$ cat src/rtl/smlc_pkg.sv
package smlc_pkg;

  // ----------------------------------------------------------------
  // clocking and timebase
  // ----------------------------------------------------------------
  localparam int unsigned SMLC_CLK_HZ         = 100000000;
  localparam int unsigned SMLC_TIMEBASE_MS    = 20;
  localparam int unsigned SMLC_TIMEBASE_CYC   = (SMLC_CLK_HZ / 1000) * SMLC_TIMEBASE_MS;

  // ----------------------------------------------------------------
  // register map (byte offsets, one word every 4 bytes)
  // ----------------------------------------------------------------
  localparam int unsigned SMLC_ADDR_W         = 8;
  localparam int unsigned SMLC_DATA_W         = 32;
  localparam logic [7:0]  SMLC_BASE_DEFAULT   = 8'h00;
  localparam logic [7:0]  SMLC_OFS_STATUS     = 8'h00;
  localparam logic [7:0]  SMLC_OFS_SET        = 8'h04;

  // status field positions
  localparam int unsigned SMLC_BIT_DTR        = 0;
  localparam int unsigned SMLC_BIT_DSR        = 1;
  localparam int unsigned SMLC_BIT_RTS        = 2;
  localparam int unsigned SMLC_BIT_CTS        = 3;
  localparam int unsigned SMLC_BIT_DCD        = 4;
  localparam int unsigned SMLC_BIT_RI         = 5;
  // set register field positions
  localparam int unsigned SMLC_SET_RTS        = 0;
  localparam int unsigned SMLC_SET_DTR        = 1;

  localparam logic [31:0] SMLC_RD_ZERO        = 32'h0000_0000;

  // ----------------------------------------------------------------
  // modem line bundles
  // ----------------------------------------------------------------
  typedef struct packed {
    logic ring;
    logic carrier;
    logic clear_to_send;
    logic set_ready;
  } smlc_lines_in_s;

  typedef struct packed {
    logic terminal_ready;
    logic request_to_send;
  } smlc_lines_out_s;

endpackage : smlc_pkg

$ cat src/rtl/smlc_sync.sv
`timescale 1ns/1ps
`default_nettype none
module smlc_sync
  import smlc_pkg::*;
#(
  parameter int unsigned WIDTH = 4
) (
  input  wire logic             core_clk_in, // module clock
  input  wire logic             rst_n_in,    // sync reset, active low
  input  wire logic [WIDTH-1:0] async_in,    // raw inputs
  output var  logic [WIDTH-1:0] sync_out     // synchronised inputs
);

  logic [WIDTH-1:0] stage1;

  // ----------------------------------------------------------------
  // two-flop synchroniser per bit
  // ----------------------------------------------------------------
  genvar g;
  generate
    for (g = 0; g < WIDTH; g++) begin : g_bit
      always_ff @(posedge core_clk_in) begin
        if (!rst_n_in) begin
          stage1[g]   <= 1'b0;
          sync_out[g] <= 1'b0;
        end else begin
          stage1[g]   <= async_in[g];
          sync_out[g] <= stage1[g];
        end
      end
    end
  endgenerate

endmodule : smlc_sync
`default_nettype wire

$ cat src/rtl/smlc_line_ctrl.sv
// What this block does
// RULE_01 - status snapshot of all six lines refreshed once every 20 ms timebase tick
// RULE_02 - output pins follow the set register at once, no timebase wait
// RULE_03 - each status read returns the current snapshot of all six lines
// RULE_04 - snapshot holds readback of driven DTR and RTS plus four partner inputs
// RULE_05 - partner raises CTS in answer to RTS; device only reports it
// RULE_06 - a set write drives RTS and DTR from the two supplied bits
// RULE_07 - reads and sets never raise an error; no error flag exists
// RULE_08 - partner holds a level longer than poll plus update plus response time
// RULE_09 - host addresses each access at this module's base address
// RULE_10 - partner inputs pass two flip-flops before entering the snapshot
`timescale 1ns/1ps
`default_nettype none
module smlc_line_ctrl
  import smlc_pkg::*;
#(
  parameter int unsigned            TIMEBASE_CYC = SMLC_TIMEBASE_CYC,
  parameter logic [SMLC_ADDR_W-1:0] BASE_ADDR    = SMLC_BASE_DEFAULT
) (
  input  wire logic                   core_clk_in,             // module clock, 100 MHz
  input  wire logic                   rst_n_in,                // sync reset, active low
  input  wire logic [SMLC_ADDR_W-1:0] reg_addr_in,             // register byte address
  input  wire logic [SMLC_DATA_W-1:0] reg_wdata_in,            // write data
  input  wire logic                   reg_wr_in,               // write strobe
  input  wire logic                   reg_rd_in,               // read strobe
  output var  logic [SMLC_DATA_W-1:0] reg_rdata_out,           // read data, cycle after strobe
  input  wire logic                   set_ready_in,            // partner set-ready pin
  input  wire logic                   clear_to_send_in,        // partner clear-to-send pin
  input  wire logic                   carrier_detect_input_in, // partner carrier-detect pin
  input  wire logic                   ring_indicator_input_in, // partner ring pin
  output var  logic                   request_to_send_out,     // request-to-send pin
  output var  logic                   terminal_ready_out       // terminal-ready pin
);

  localparam int unsigned TB_W = $clog2(TIMEBASE_CYC);

  // ----------------------------------------------------------------
  // decode helpers
  // ----------------------------------------------------------------
  function automatic logic addr_hit(input logic [SMLC_ADDR_W-1:0] a,
                                    input logic [SMLC_ADDR_W-1:0] ofs);
    addr_hit = (a == (BASE_ADDR + ofs));
  endfunction : addr_hit

  logic            line_output_set;
  logic            line_status_read;
  smlc_lines_in_s  raw_in;
  smlc_lines_in_s  sync_in;
  smlc_lines_out_s drive;
  smlc_lines_out_s next_drive;
  logic [5:0]      snapshot;
  logic [TB_W-1:0] tb_cnt;
  logic            tb_tick;

  assign line_output_set  = reg_wr_in && addr_hit(reg_addr_in, SMLC_OFS_SET);    // RULE_09
  assign line_status_read = reg_rd_in && addr_hit(reg_addr_in, SMLC_OFS_STATUS); // RULE_09

  // ----------------------------------------------------------------
  // input synchronisers
  // ----------------------------------------------------------------
  assign raw_in = '{ring:          ring_indicator_input_in,
                    carrier:       carrier_detect_input_in,
                    clear_to_send: clear_to_send_in,
                    set_ready:     set_ready_in};

  smlc_sync #(
    .WIDTH ($bits(smlc_lines_in_s))
  ) u_sync (
    .core_clk_in (core_clk_in),
    .rst_n_in    (rst_n_in),
    .async_in    (raw_in),    // RULE_10
    .sync_out    (sync_in)
  );

  // ----------------------------------------------------------------
  // output line control
  // ----------------------------------------------------------------
  always_comb begin
    next_drive = drive;
    if (line_output_set) begin
      next_drive.request_to_send = reg_wdata_in[SMLC_SET_RTS]; // RULE_06
      next_drive.terminal_ready  = reg_wdata_in[SMLC_SET_DTR]; // RULE_06
    end
  end

  always_ff @(posedge core_clk_in) begin
    if (!rst_n_in) begin
      drive <= '0;
    end else begin
      drive <= next_drive;
    end
  end

  // pins straight from the control flops, independent of timebase
  assign request_to_send_out = drive.request_to_send; // RULE_02
  assign terminal_ready_out  = drive.terminal_ready;  // RULE_02

  // ----------------------------------------------------------------
  // 20 ms timebase
  // ----------------------------------------------------------------
  always_ff @(posedge core_clk_in) begin
    if (!rst_n_in) begin
      tb_cnt  <= '0;
      tb_tick <= 1'b0;
    end else if (tb_cnt == TB_W'(TIMEBASE_CYC - 1)) begin
      tb_cnt  <= '0;
      tb_tick <= 1'b1;
    end else begin
      tb_cnt  <= tb_cnt + 1'b1;
      tb_tick <= 1'b0;
    end
  end

  // ----------------------------------------------------------------
  // status snapshot
  // ----------------------------------------------------------------
  always_ff @(posedge core_clk_in) begin
    if (!rst_n_in) begin
      snapshot <= '0;
    end else if (tb_tick) begin // RULE_01
      snapshot[SMLC_BIT_DTR] <= drive.terminal_ready;   // RULE_04
      snapshot[SMLC_BIT_DSR] <= sync_in.set_ready;      // RULE_04
      snapshot[SMLC_BIT_RTS] <= drive.request_to_send;  // RULE_04
      snapshot[SMLC_BIT_CTS] <= sync_in.clear_to_send;  // RULE_05
      snapshot[SMLC_BIT_DCD] <= sync_in.carrier;        // RULE_04
      snapshot[SMLC_BIT_RI]  <= sync_in.ring;           // RULE_04
    end
  end

  // ----------------------------------------------------------------
  // read port, no error path at all
  // ----------------------------------------------------------------
  always_ff @(posedge core_clk_in) begin
    if (!rst_n_in) begin
      reg_rdata_out <= SMLC_RD_ZERO;
    end else if (line_status_read) begin
      reg_rdata_out <= {{(SMLC_DATA_W-6){1'b0}}, snapshot}; // RULE_03 RULE_07
    end else if (reg_rd_in && addr_hit(reg_addr_in, SMLC_OFS_SET)) begin
      reg_rdata_out <= {{(SMLC_DATA_W-2){1'b0}}, drive.terminal_ready, drive.request_to_send};
    end else begin
      reg_rdata_out <= SMLC_RD_ZERO;
    end
  end

  // ----------------------------------------------------------------
  // checks
  // ----------------------------------------------------------------
  chk_set_drives_pins: assert property (@(posedge core_clk_in) disable iff (!rst_n_in) // RULE_06
    line_output_set |=> (request_to_send_out == $past(reg_wdata_in[SMLC_SET_RTS]))
                        && (terminal_ready_out == $past(reg_wdata_in[SMLC_SET_DTR])))
    else $error("set write did not reach pins");

  chk_pins_hold_idle: assert property (@(posedge core_clk_in) disable iff (!rst_n_in) // RULE_02
    !line_output_set |=> $stable(request_to_send_out) && $stable(terminal_ready_out))
    else $error("pins changed without set write");

  chk_snap_stable_tick: assert property (@(posedge core_clk_in) disable iff (!rst_n_in) // RULE_01
    !tb_tick |=> $stable(snapshot))
    else $error("snapshot changed off the timebase");

  chk_tick_period: assert property (@(posedge core_clk_in) disable iff (!rst_n_in) // RULE_01
    tb_tick |=> (tb_cnt == TB_W'(1)) && !tb_tick)
    else $error("timebase tick malformed");

  chk_snap_readback: assert property (@(posedge core_clk_in) disable iff (!rst_n_in) // RULE_04
    tb_tick |=> (snapshot[SMLC_BIT_RTS] == $past(request_to_send_out))
                && (snapshot[SMLC_BIT_DTR] == $past(terminal_ready_out)))
    else $error("snapshot lost output readback");

  chk_status_read: assert property (@(posedge core_clk_in) disable iff (!rst_n_in) // RULE_03
    line_status_read |=> reg_rdata_out == {{(SMLC_DATA_W-6){1'b0}}, $past(snapshot)})
    else $error("status read wrong value");

  chk_set_readback: assert property (@(posedge core_clk_in) disable iff (!rst_n_in) // RULE_06
    (reg_rd_in && addr_hit(reg_addr_in, SMLC_OFS_SET))
      |=> reg_rdata_out == {{(SMLC_DATA_W-2){1'b0}}, $past(terminal_ready_out), $past(request_to_send_out)})
    else $error("set register readback wrong");

  chk_cts_sync: assert property (@(posedge core_clk_in) disable iff (!rst_n_in) // RULE_10
    sync_in.clear_to_send == $past(clear_to_send_in, 2))
    else $error("clear-to-send not two-stage synchronised");

  chk_carrier_sync: assert property (@(posedge core_clk_in) disable iff (!rst_n_in) // RULE_10
    sync_in.carrier == $past(carrier_detect_input_in, 2))
    else $error("carrier not two-stage synchronised");

  chk_ring_sync: assert property (@(posedge core_clk_in) disable iff (!rst_n_in) // RULE_10
    sync_in.ring == $past(ring_indicator_input_in, 2))
    else $error("ring not two-stage synchronised");

  chk_snap_inputs: assert property (@(posedge core_clk_in) disable iff (!rst_n_in) // RULE_04
    tb_tick |=> (snapshot[SMLC_BIT_DSR] == $past(set_ready_in, 3))
                && (snapshot[SMLC_BIT_DCD] == $past(carrier_detect_input_in, 3))
                && (snapshot[SMLC_BIT_RI] == $past(ring_indicator_input_in, 3)))
    else $error("snapshot lost partner inputs");

  chk_stray_write: assert property (@(posedge core_clk_in) disable iff (!rst_n_in) // RULE_09
    (reg_wr_in && !addr_hit(reg_addr_in, SMLC_OFS_SET))
      |=> $stable(request_to_send_out) && $stable(terminal_ready_out))
    else $error("write off the set address moved pins");

  chk_input_sync: assert property (@(posedge core_clk_in) disable iff (!rst_n_in) // RULE_10
    sync_in.set_ready == $past(set_ready_in, 2))
    else $error("set-ready not two-stage synchronised");

  chk_cts_sampled: assert property (@(posedge core_clk_in) disable iff (!rst_n_in) // RULE_05
    tb_tick |=> snapshot[SMLC_BIT_CTS] == $past(clear_to_send_in, 3))
    else $error("clear-to-send snapshot wrong");

  chk_no_read_noise: assert property (@(posedge core_clk_in) disable iff (!rst_n_in) // RULE_07
    !reg_rd_in |=> reg_rdata_out == SMLC_RD_ZERO)
    else $error("read data outside read cycle");

endmodule : smlc_line_ctrl
`default_nettype wire

$ cat config.mk
export PLATFORM = sky130hd
export DESIGN_NAME = smlc_line_ctrl
export DESIGN_NICKNAME = d
export VERILOG_FILES = /design/src/rtl/smlc_pkg.sv /design/src/rtl/smlc_sync.sv /design/src/rtl/smlc_line_ctrl.sv
export SDC_FILE = /design/constraint.sdc
export NUM_CORES = 1
export LEC_CHECK = 0
export BUFFER_PORTS_ARGS = -buffer_cell sky130_fd_sc_hd__clkbuf_2
export CAP_MARGIN = 40
export CORE_AREA = 5 5 69 71
export CTS_CLUSTER_SIZE = 40
export DETAILED_ROUTE_END_ITERATION = 10
export DIE_AREA = 0 0 74 76
export PLACE_DENSITY_LB_ADDON = 0.08
export SLEW_MARGIN = 30
export SYNTH_ARGS = -nofsm -noshare
export SYNTH_HDL_FRONTEND = slang
export SYNTH_SLANG_ARGS = --single-unit
export TNS_END_PERCENT = 1
$ cat constraint.sdc
create_clock -name core_clk_in -period 3.7 [get_ports core_clk_in]
set_input_delay 0.555 -clock core_clk_in [delete_from_list [all_inputs] [get_ports core_clk_in]]
set_output_delay 0.555 -clock core_clk_in [all_outputs]
set_load 0.05 [all_outputs]
==> flow_summary_export.csv, run 1 <==
group,metric,value,unit
run_status,status,"complete, no violations",
detailed_routing,detail_route.iter0.violations,55,
final_layout,drive_gt1_share,16.88,%
critical_path,critPathRequiredTime,3850,ps
die,core,0.004174,mm2
timing,fin_crit_sh,51.89,%
yosys,synth.most_common_cell,"dfxtp_1",
clock_tree,cts_made_buffers,5,
clock_tree,root_buffer,"clkbuf_8",
place,place_ws,1761,ps
clock_tree,cts_resized,0,
yosys,yosysWarnings,0,
timing,rsz0062_at_grt,"no",
final_layout,diodes,0,
detailed_routing,routed_wl,3457,um
detailed_routing,first_pass_iters,3,
detailed_routing,drc,0,
grt,track_usage,13.41,%
power,p_per_area,442.3,mW/mm2
place,io_buffers,25,
die,die_h,76,um
yosys,yosys_register_bits,44,
grt,grt_pass1_wl,5913,um
detailed_routing,vias,1358,
timing,fin_crit,1920,ps
critical_path,path_cells,"ha_1 > nand3_1 > nor4_1 > a41o_1 > a21oi_1",
final_layout,area_growth,9.261,%
yosys,yosysTopAreaCellShare,45.60,%
detailed_routing,postRouteAntennaNets,0,
detailed_routing,wl_per_cell,12.22,um
critical_path,arrival,2070,ps
final_layout,n_fill_cell,419,
critical_path,critPathKind,"reg -> reg",
clock_tree,clkLatencyLatePin,290,ps
critical_path,regToRegStartpoint,"tb_cnt[0]",
min_path,holdPathStages,1,
yosys,synth.top_cells.by_count,"44 x dfxtp_1, 27 x nor2_1, 26 x buf_4, 13 x and2_1, 10 x mux2i_1",
place,place.gp.congestion,0.7697,
timing,relSlewSlack,51.15,%
critical_path,slowest_stage,"nor4_1",
timing,tns,0,ps
die,rows,24,
grt,grt_pass1_vias,1347,
timing,finClkSkew,5.536,ps
clock_tree,cts_num_sinks,44,
grt,gr-total-overflow,0,
yosys,synth.area.top_cells,"dfxtp_1 46%, buf_4 10%, nor2_1 5.2%, mux2i_1 5.2%, and2_1 4.2%",
run,max-cap-violations,0,
yosys,synth.largest_area_cell,"dfxtp_1",
critical_path,timing.critical_path.from,"tb_cnt[0]",
yosys,avgSynthCellArea,9.424,um2
final_layout,fin_nets,279,
clock_tree,htreeDepth,2,
yosys,syn_area,0.001932,mm2
critical_path,cp_max_fo,6,
die,chipWidth,74,um
timing,setup_ws,1780,ps
final_layout,seq_area,880.8,um2
min_path,holdCritStartpoint,"u_sync.stage1[0]",
place,dp_hpwl,2661,um
clock_tree,clockBufferDepth,2,
timing,fmax,520.8,MHz
critical_path,worst-path-buf-inv,0,
timing,timing.hold.ws,436.9,ps
yosys,synth_ff_type,"dfxtp_1",
timing,worstMarginPinSlew,732.7,ps
power,irDropWorstVdd,0.0001923,V
grt,antenna_found_initial,0,
detailed_routing,viasPerCell,4.799,
yosys,synth_cell_types,36,
timing,slew_violations,0,
critical_path,r2r_cells,5,
power,fin_total_pwr,0.0009337,W
power,leakagePower,0.8174,nW
die,pin_count,82,
min_path,min_to,"u_sync.sync_out[0]",
clock_tree,clkTransAtPathRegs,90,ps
die,start_util,46.28,%
critical_path,reg2reg_to,"tb_cnt[20]",
yosys,synth_edf_count,0,
critical_path,path_delay_family,"simple AND/OR/NAND/NOR gates",
final_layout,multi_input_area,905.9,um2
critical_path,rrSetupSlack,1780,ps
clock_tree,ctsHoldBuffers,0,
timing,hold_violations,0,
yosys,synthArstFlopShare,0,%
timing,setup-violations-final,0,
clock_tree,cts_tree,"done",
clock_tree,cts_setup_buffers,0,
min_path,hold_path.class,"reg -> reg",
die,die_area,0.005624,mm2
critical_path,crit_path_end_kind,"flop",
critical_path,max_stage_delay,580,ps
critical_path,cp-start-kind,"flop",
yosys,yosysSeqAreaShare,45.60,%
yosys,syn_inst,205,
grt,grt_start_max_net_pins,19,
final_layout,fin_util,50.57,%
==> power by group <==
part	switching (W)	total, W	internal [W]	leakage (nW)
clock network	0.000163	0.000366	0.000203	0.0548
registers	0.00000473	0.000485	0.000480	0.357
logic	0.0000708	0.0000827	0.0000119	0.406
==> metal layers <==
layer | routed length [um] | GRT usage (%) | vias up
met5 | 0 | 0 | -
met4 | 65 | 6.884 | 0
met3 | 216 | 4.222 | 5
met2 | 1779 | 23.05 | 28
met1 | 1395 | 14.25 | 622
li1 | - | - | 703
==> logic make-up after synthesis <==
family                     synth area share, %
AOI/OAI and AO/OA                        4.793
xor gates and xnor gates                 5.894
adders and majority gates               0.6476
buffers and inverters                    12.37
DFF                                      45.60
muxes                                    5.182
other                                   0.1941
and+or+nand+nor                          25.32
==> final cells by class <==
type / count / area share [%]
clock buffers: 5 / 3.260
inverters: 5 / 0.8892
clock inverters: 3 / 2.193
well taps: 52 / 3.082
multi-input cells: 149 / 42.92
flip-flops and latches: 44 / 41.73
repair buffers: 25 / 5.928
==> worst register-to-register path, delay by kind of cell, from the launching register on <==
kind | cells | cell delay (ps)
adder cells (fa/ha/maj) | 1 | 290
flip-flops | 1 | 430
AND/OR/NAND/NOR | 2 | 750
AO/OA/AOI/OAI | 2 | 310
==> through the flow <==
step	std cells	cell area [um2]
after global placement	275	1996
after global routing	283	2111
after CTS	283	2111
final	283	2111
after floorplan	230	2026
after detailed placement	275	1996
==> placed cells by master (no fill, tap or decap), types with 2 or more instances in the layout <==
cell | netlist | layout
a21oi_1 | 5 | 5
nor3_1 | 3 | 3
or4_1 | 3 | 3
clkbuf_8 | 0 | 5
inv_1 | 5 | 5
nand4_1 | 4 | 4
and3_1 | 4 | 4
xor2_1 | 6 | 6
conb_1 | 1 | 26
and4_1 | 3 | 3
and2_1 | 13 | 13
dfxtp_1 | 44 | 44
clkbuf_2 | 1 | 25
o31ai_1 | 3 | 3
nor2_1 | 27 | 27
nor4b_1 | 2 | 2
mux2i_1 | 10 | 10
nand3_1 | 9 | 9
nand2_1 | 5 | 5
nor4_1 | 5 | 5
xnor2_1 | 7 | 7
nand4b_1 | 2 | 2
==> worst max-delay path by stage <==
stage | endpoint | slack (ps) | cells after the start
after CTS | tb_cnt[8] | 1750 | 5
after global routing | tb_cnt[8] | 1590 | 5
after detailed placement | tb_cnt[8] | 1760 | 5
after floorplan | tb_cnt[20] | 2100 | 5
after global placement | tb_cnt[20] | 1800 | 5
final | tb_cnt[20] | 1780 | 5
==> flip-flops by register name (all words and copies together) (netlist names) <==
register and flops:
u_sync.sync_out 4, snapshot 6, terminal_ready_out 1, request_to_send_out 1, u_sync.stage1 4, tb_tick 1
tb_cnt 21, reg_rdata_out 6
(Power assumes the default switching activity.)
==> run 2, diff against run 1 <==
--- a/config.mk
+++ b/config.mk
@@ -7,10 +7,10 @@
 export LEC_CHECK = 0
 export BUFFER_PORTS_ARGS = -buffer_cell sky130_fd_sc_hd__clkbuf_2
 export CAP_MARGIN = 40
-export CORE_AREA = 5 5 69 71
+export CORE_AREA = 5 5 74 76
 export CTS_CLUSTER_SIZE = 40
 export DETAILED_ROUTE_END_ITERATION = 10
-export DIE_AREA = 0 0 74 76
+export DIE_AREA = 0 0 79 81
 export PLACE_DENSITY_LB_ADDON = 0.08
 export SLEW_MARGIN = 30
 export SYNTH_ARGS = -nofsm -noshare
==> constraint.sdc (replaced) <==
create_clock -name core_clk_in -period 1.6 [get_ports core_clk_in]
set_input_delay 0.24 -clock core_clk_in [delete_from_list [all_inputs] [get_ports core_clk_in]]
set_output_delay 0.24 -clock core_clk_in [all_outputs]
set_load 0.05 [all_outputs]
==> run 2 against run 1 <==
Compared with the run above: via count up 4.3%; clock power is 100% higher; sequential share of layout area is 2.5 points lower; largest power group unchanged; clock skew grew 2.0 ps.
==> flow_summary_export.csv, run 2 (synthesis gave the netlist of run 1 again) <==
group,metric,value,unit
power,p_per_area,917.5,mW/mm2
clock_tree,ctsHoldBuffers,0,
critical_path,cp-start-kind,"flop",
clock_tree,htreeDepth,2,
place,place.gp.congestion,0.7018,
clock_tree,clkLatencyLatePin,300,ps
clock_tree,clkTransAtPathRegs,90,ps
detailed_routing,routed_wl,3608,um
grt,grt_start_max_net_pins,19,
grt,grt_pass1_wl,6078,um
critical_path,arrival,1730,ps
final_layout,most-common-layout-cells,"44 x dfxtp_1, 27 x nor2_1, 26 x conb_1",
run,max-cap-violations,0,
power,seqPwrFrac,54.2,%
critical_path,timing.critical_path.from,"tb_cnt[12]",
final_layout,fin_nets,295,
final_layout,largest_reg_flops,21,
final_layout,area_growth,16.32,%
final_layout,top_register,"tb_cnt",
min_path,hold_path.class,"in -> reg",
min_path,holdCritStartpoint,"carrier_detect_input_in",
timing,finClkSkew,7.571,ps
clock_tree,cts_resized,0,
final_layout,n_fill_cell,484,
final_layout,drive_gt1_share,23.89,%
die,pin_count,82,
clock_tree,cts_made_buffers,5,
critical_path,reg2reg_to,"tb_cnt[19]",
timing,slew_violations,0,
clock_tree,root_buffer,"clkbuf_8",
timing,setup-violations-final,0,
place,dp_hpwl,2669,um
critical_path,critPathKind,"reg -> reg",
timing,fmax,673.6,MHz
min_path,holdPathStages,2,
die,die_area,0.006399,mm2
critical_path,crit_path_end_kind,"flop",
critical_path,cp_max_fo,6,
final_layout,multi_input_area,924.6,um2
run_status,status,"complete, no violations",
grt,gr-total-overflow,0,
timing,fin_crit,1485,ps
detailed_routing,first_pass_iters,4,
place,io_buffers,25,
power,p_sw,0.0005614,W
clock_tree,clockBufferDepth,2,
die,chipWidth,79,um
power,irDropWorstVdd,0.0006521,V
timing,tns,0,ps
grt,grt_pass1_vias,1372,
detailed_routing,vias,1417,
detailed_routing,postRouteAntennaNets,0,
critical_path,r2r_cells,4,
detailed_routing,detail_route.iter0.violations,34,
final_layout,layout.cells.most_common,"dfxtp_1",
min_path,min_to,"u_sync.stage1[2]",
grt,antenna_found_initial,0,
die,die_h,81,um
power,leakagePower,0.8904,nW
power,p_int,0.001500,W
clock_tree,cts_setup_buffers,0,
timing,fin_crit_sh,92.79,%
timing,rsz0062_at_grt,"no",
critical_path,rrSetupSlack,120,ps
power,clkPwrFrac,35.5,%
die,rows,25,
critical_path,critPathRequiredTime,1840,ps
clock_tree,cts_tree,"done",
critical_path,regToRegStartpoint,"tb_cnt[12]",
place,place_inst,293,
detailed_routing,drc,0,
die,start_util,41.45,%
die,core,0.004661,mm2
detailed_routing,wl_per_cell,11.99,um
timing,hold_violations,0,
detailed_routing,viasPerCell,4.708,
final_layout,instances_no_fill,301,
power,swShare,27.23,%
final_layout,seq_area,880.8,um2
power,p_comb_share,10.3,%
final_layout,diodes,0,
grt,track_usage,12.07,%
final_layout,reg_top3,"tb_cnt x21, reg_rdata_out x6, snapshot x6",
clock_tree,cts_num_sinks,44,
==> run 2: through the flow <==
step	hold WS [ps]	total power [W]	util, %	instance area [um2]	setup WS [ps]
after CTS	136.1	0.002092	47.95	2235	76.52
after global routing	142.2	0.002148	48.21	2247	5.408
final	144.4	0.002062	48.21	2247	115.4
after global placement	412.7	0.001352	45.85	2137	81.69
after detailed placement	419.1	0.001353	45.85	2137	94.04
after floorplan	367.3	0.001357	-	2032	22.28
==> run 2: how the worst max path moves through the flow <==
stage / end / slack [ps] / depth (start not counted)
2_1_floorplan: tb_cnt[10] / 20 / 6
3_3_place_gp: tb_cnt[17] / 80 / 4
3_5_place_dp: tb_cnt[17] / 90 / 4
4_1_cts: tb_cnt[17] / 80 / 4
5_1_grt: tb_cnt[17] / 5 / 4
6_report: tb_cnt[19] / 120 / 4
==> run 2: layout make-up <==
type / instances / area share (%)
multi-input cells: 149 / 41.15
flip-flops and latches: 44 / 39.20
repair buffers: 41 / 11.47
clock buffers: 6 / 3.675
well taps: 54 / 3.007
inverters: 5 / 0.8352
clock inverters: 2 / 0.6682
==> run 2: metal layers <==
| metal | track usage, % | vias up | wire [um] |
|---|---|---|---|
| met3 | 2.993 | 7 | 259 |
| met5 | 0 | - | 0 |
| met1 | 15.20 | 631 | 1715 |
| met2 | 18.69 | 44 | 1561 |
| li1 | - | 735 | - |
| met4 | 7.216 | 0 | 72 |
==> run 2: power by group through the flow <==
| stage | combinational, W | sequential (W) | clock [W] |
|---|---|---|---|
| after CTS | 0.000211 | 0.00112 | 0.000764 |
| after global routing | 0.000225 | 0.00112 | 0.000804 |
| after global placement | 0.000210 | 0.00114 | 0 |
| final | 0.000212 | 0.00112 | 0.000733 |
| after detailed placement | 0.000211 | 0.00114 | 0 |
| after floorplan | 0.000213 | 0.00114 | 0 |
==> run 2: critical path, cell delays in order, from the launching register on <==
cell and delay (ps):
dfxtp_1 450, and3_1 240, nand2_1 90, or4_1 500, a21oi_1 150
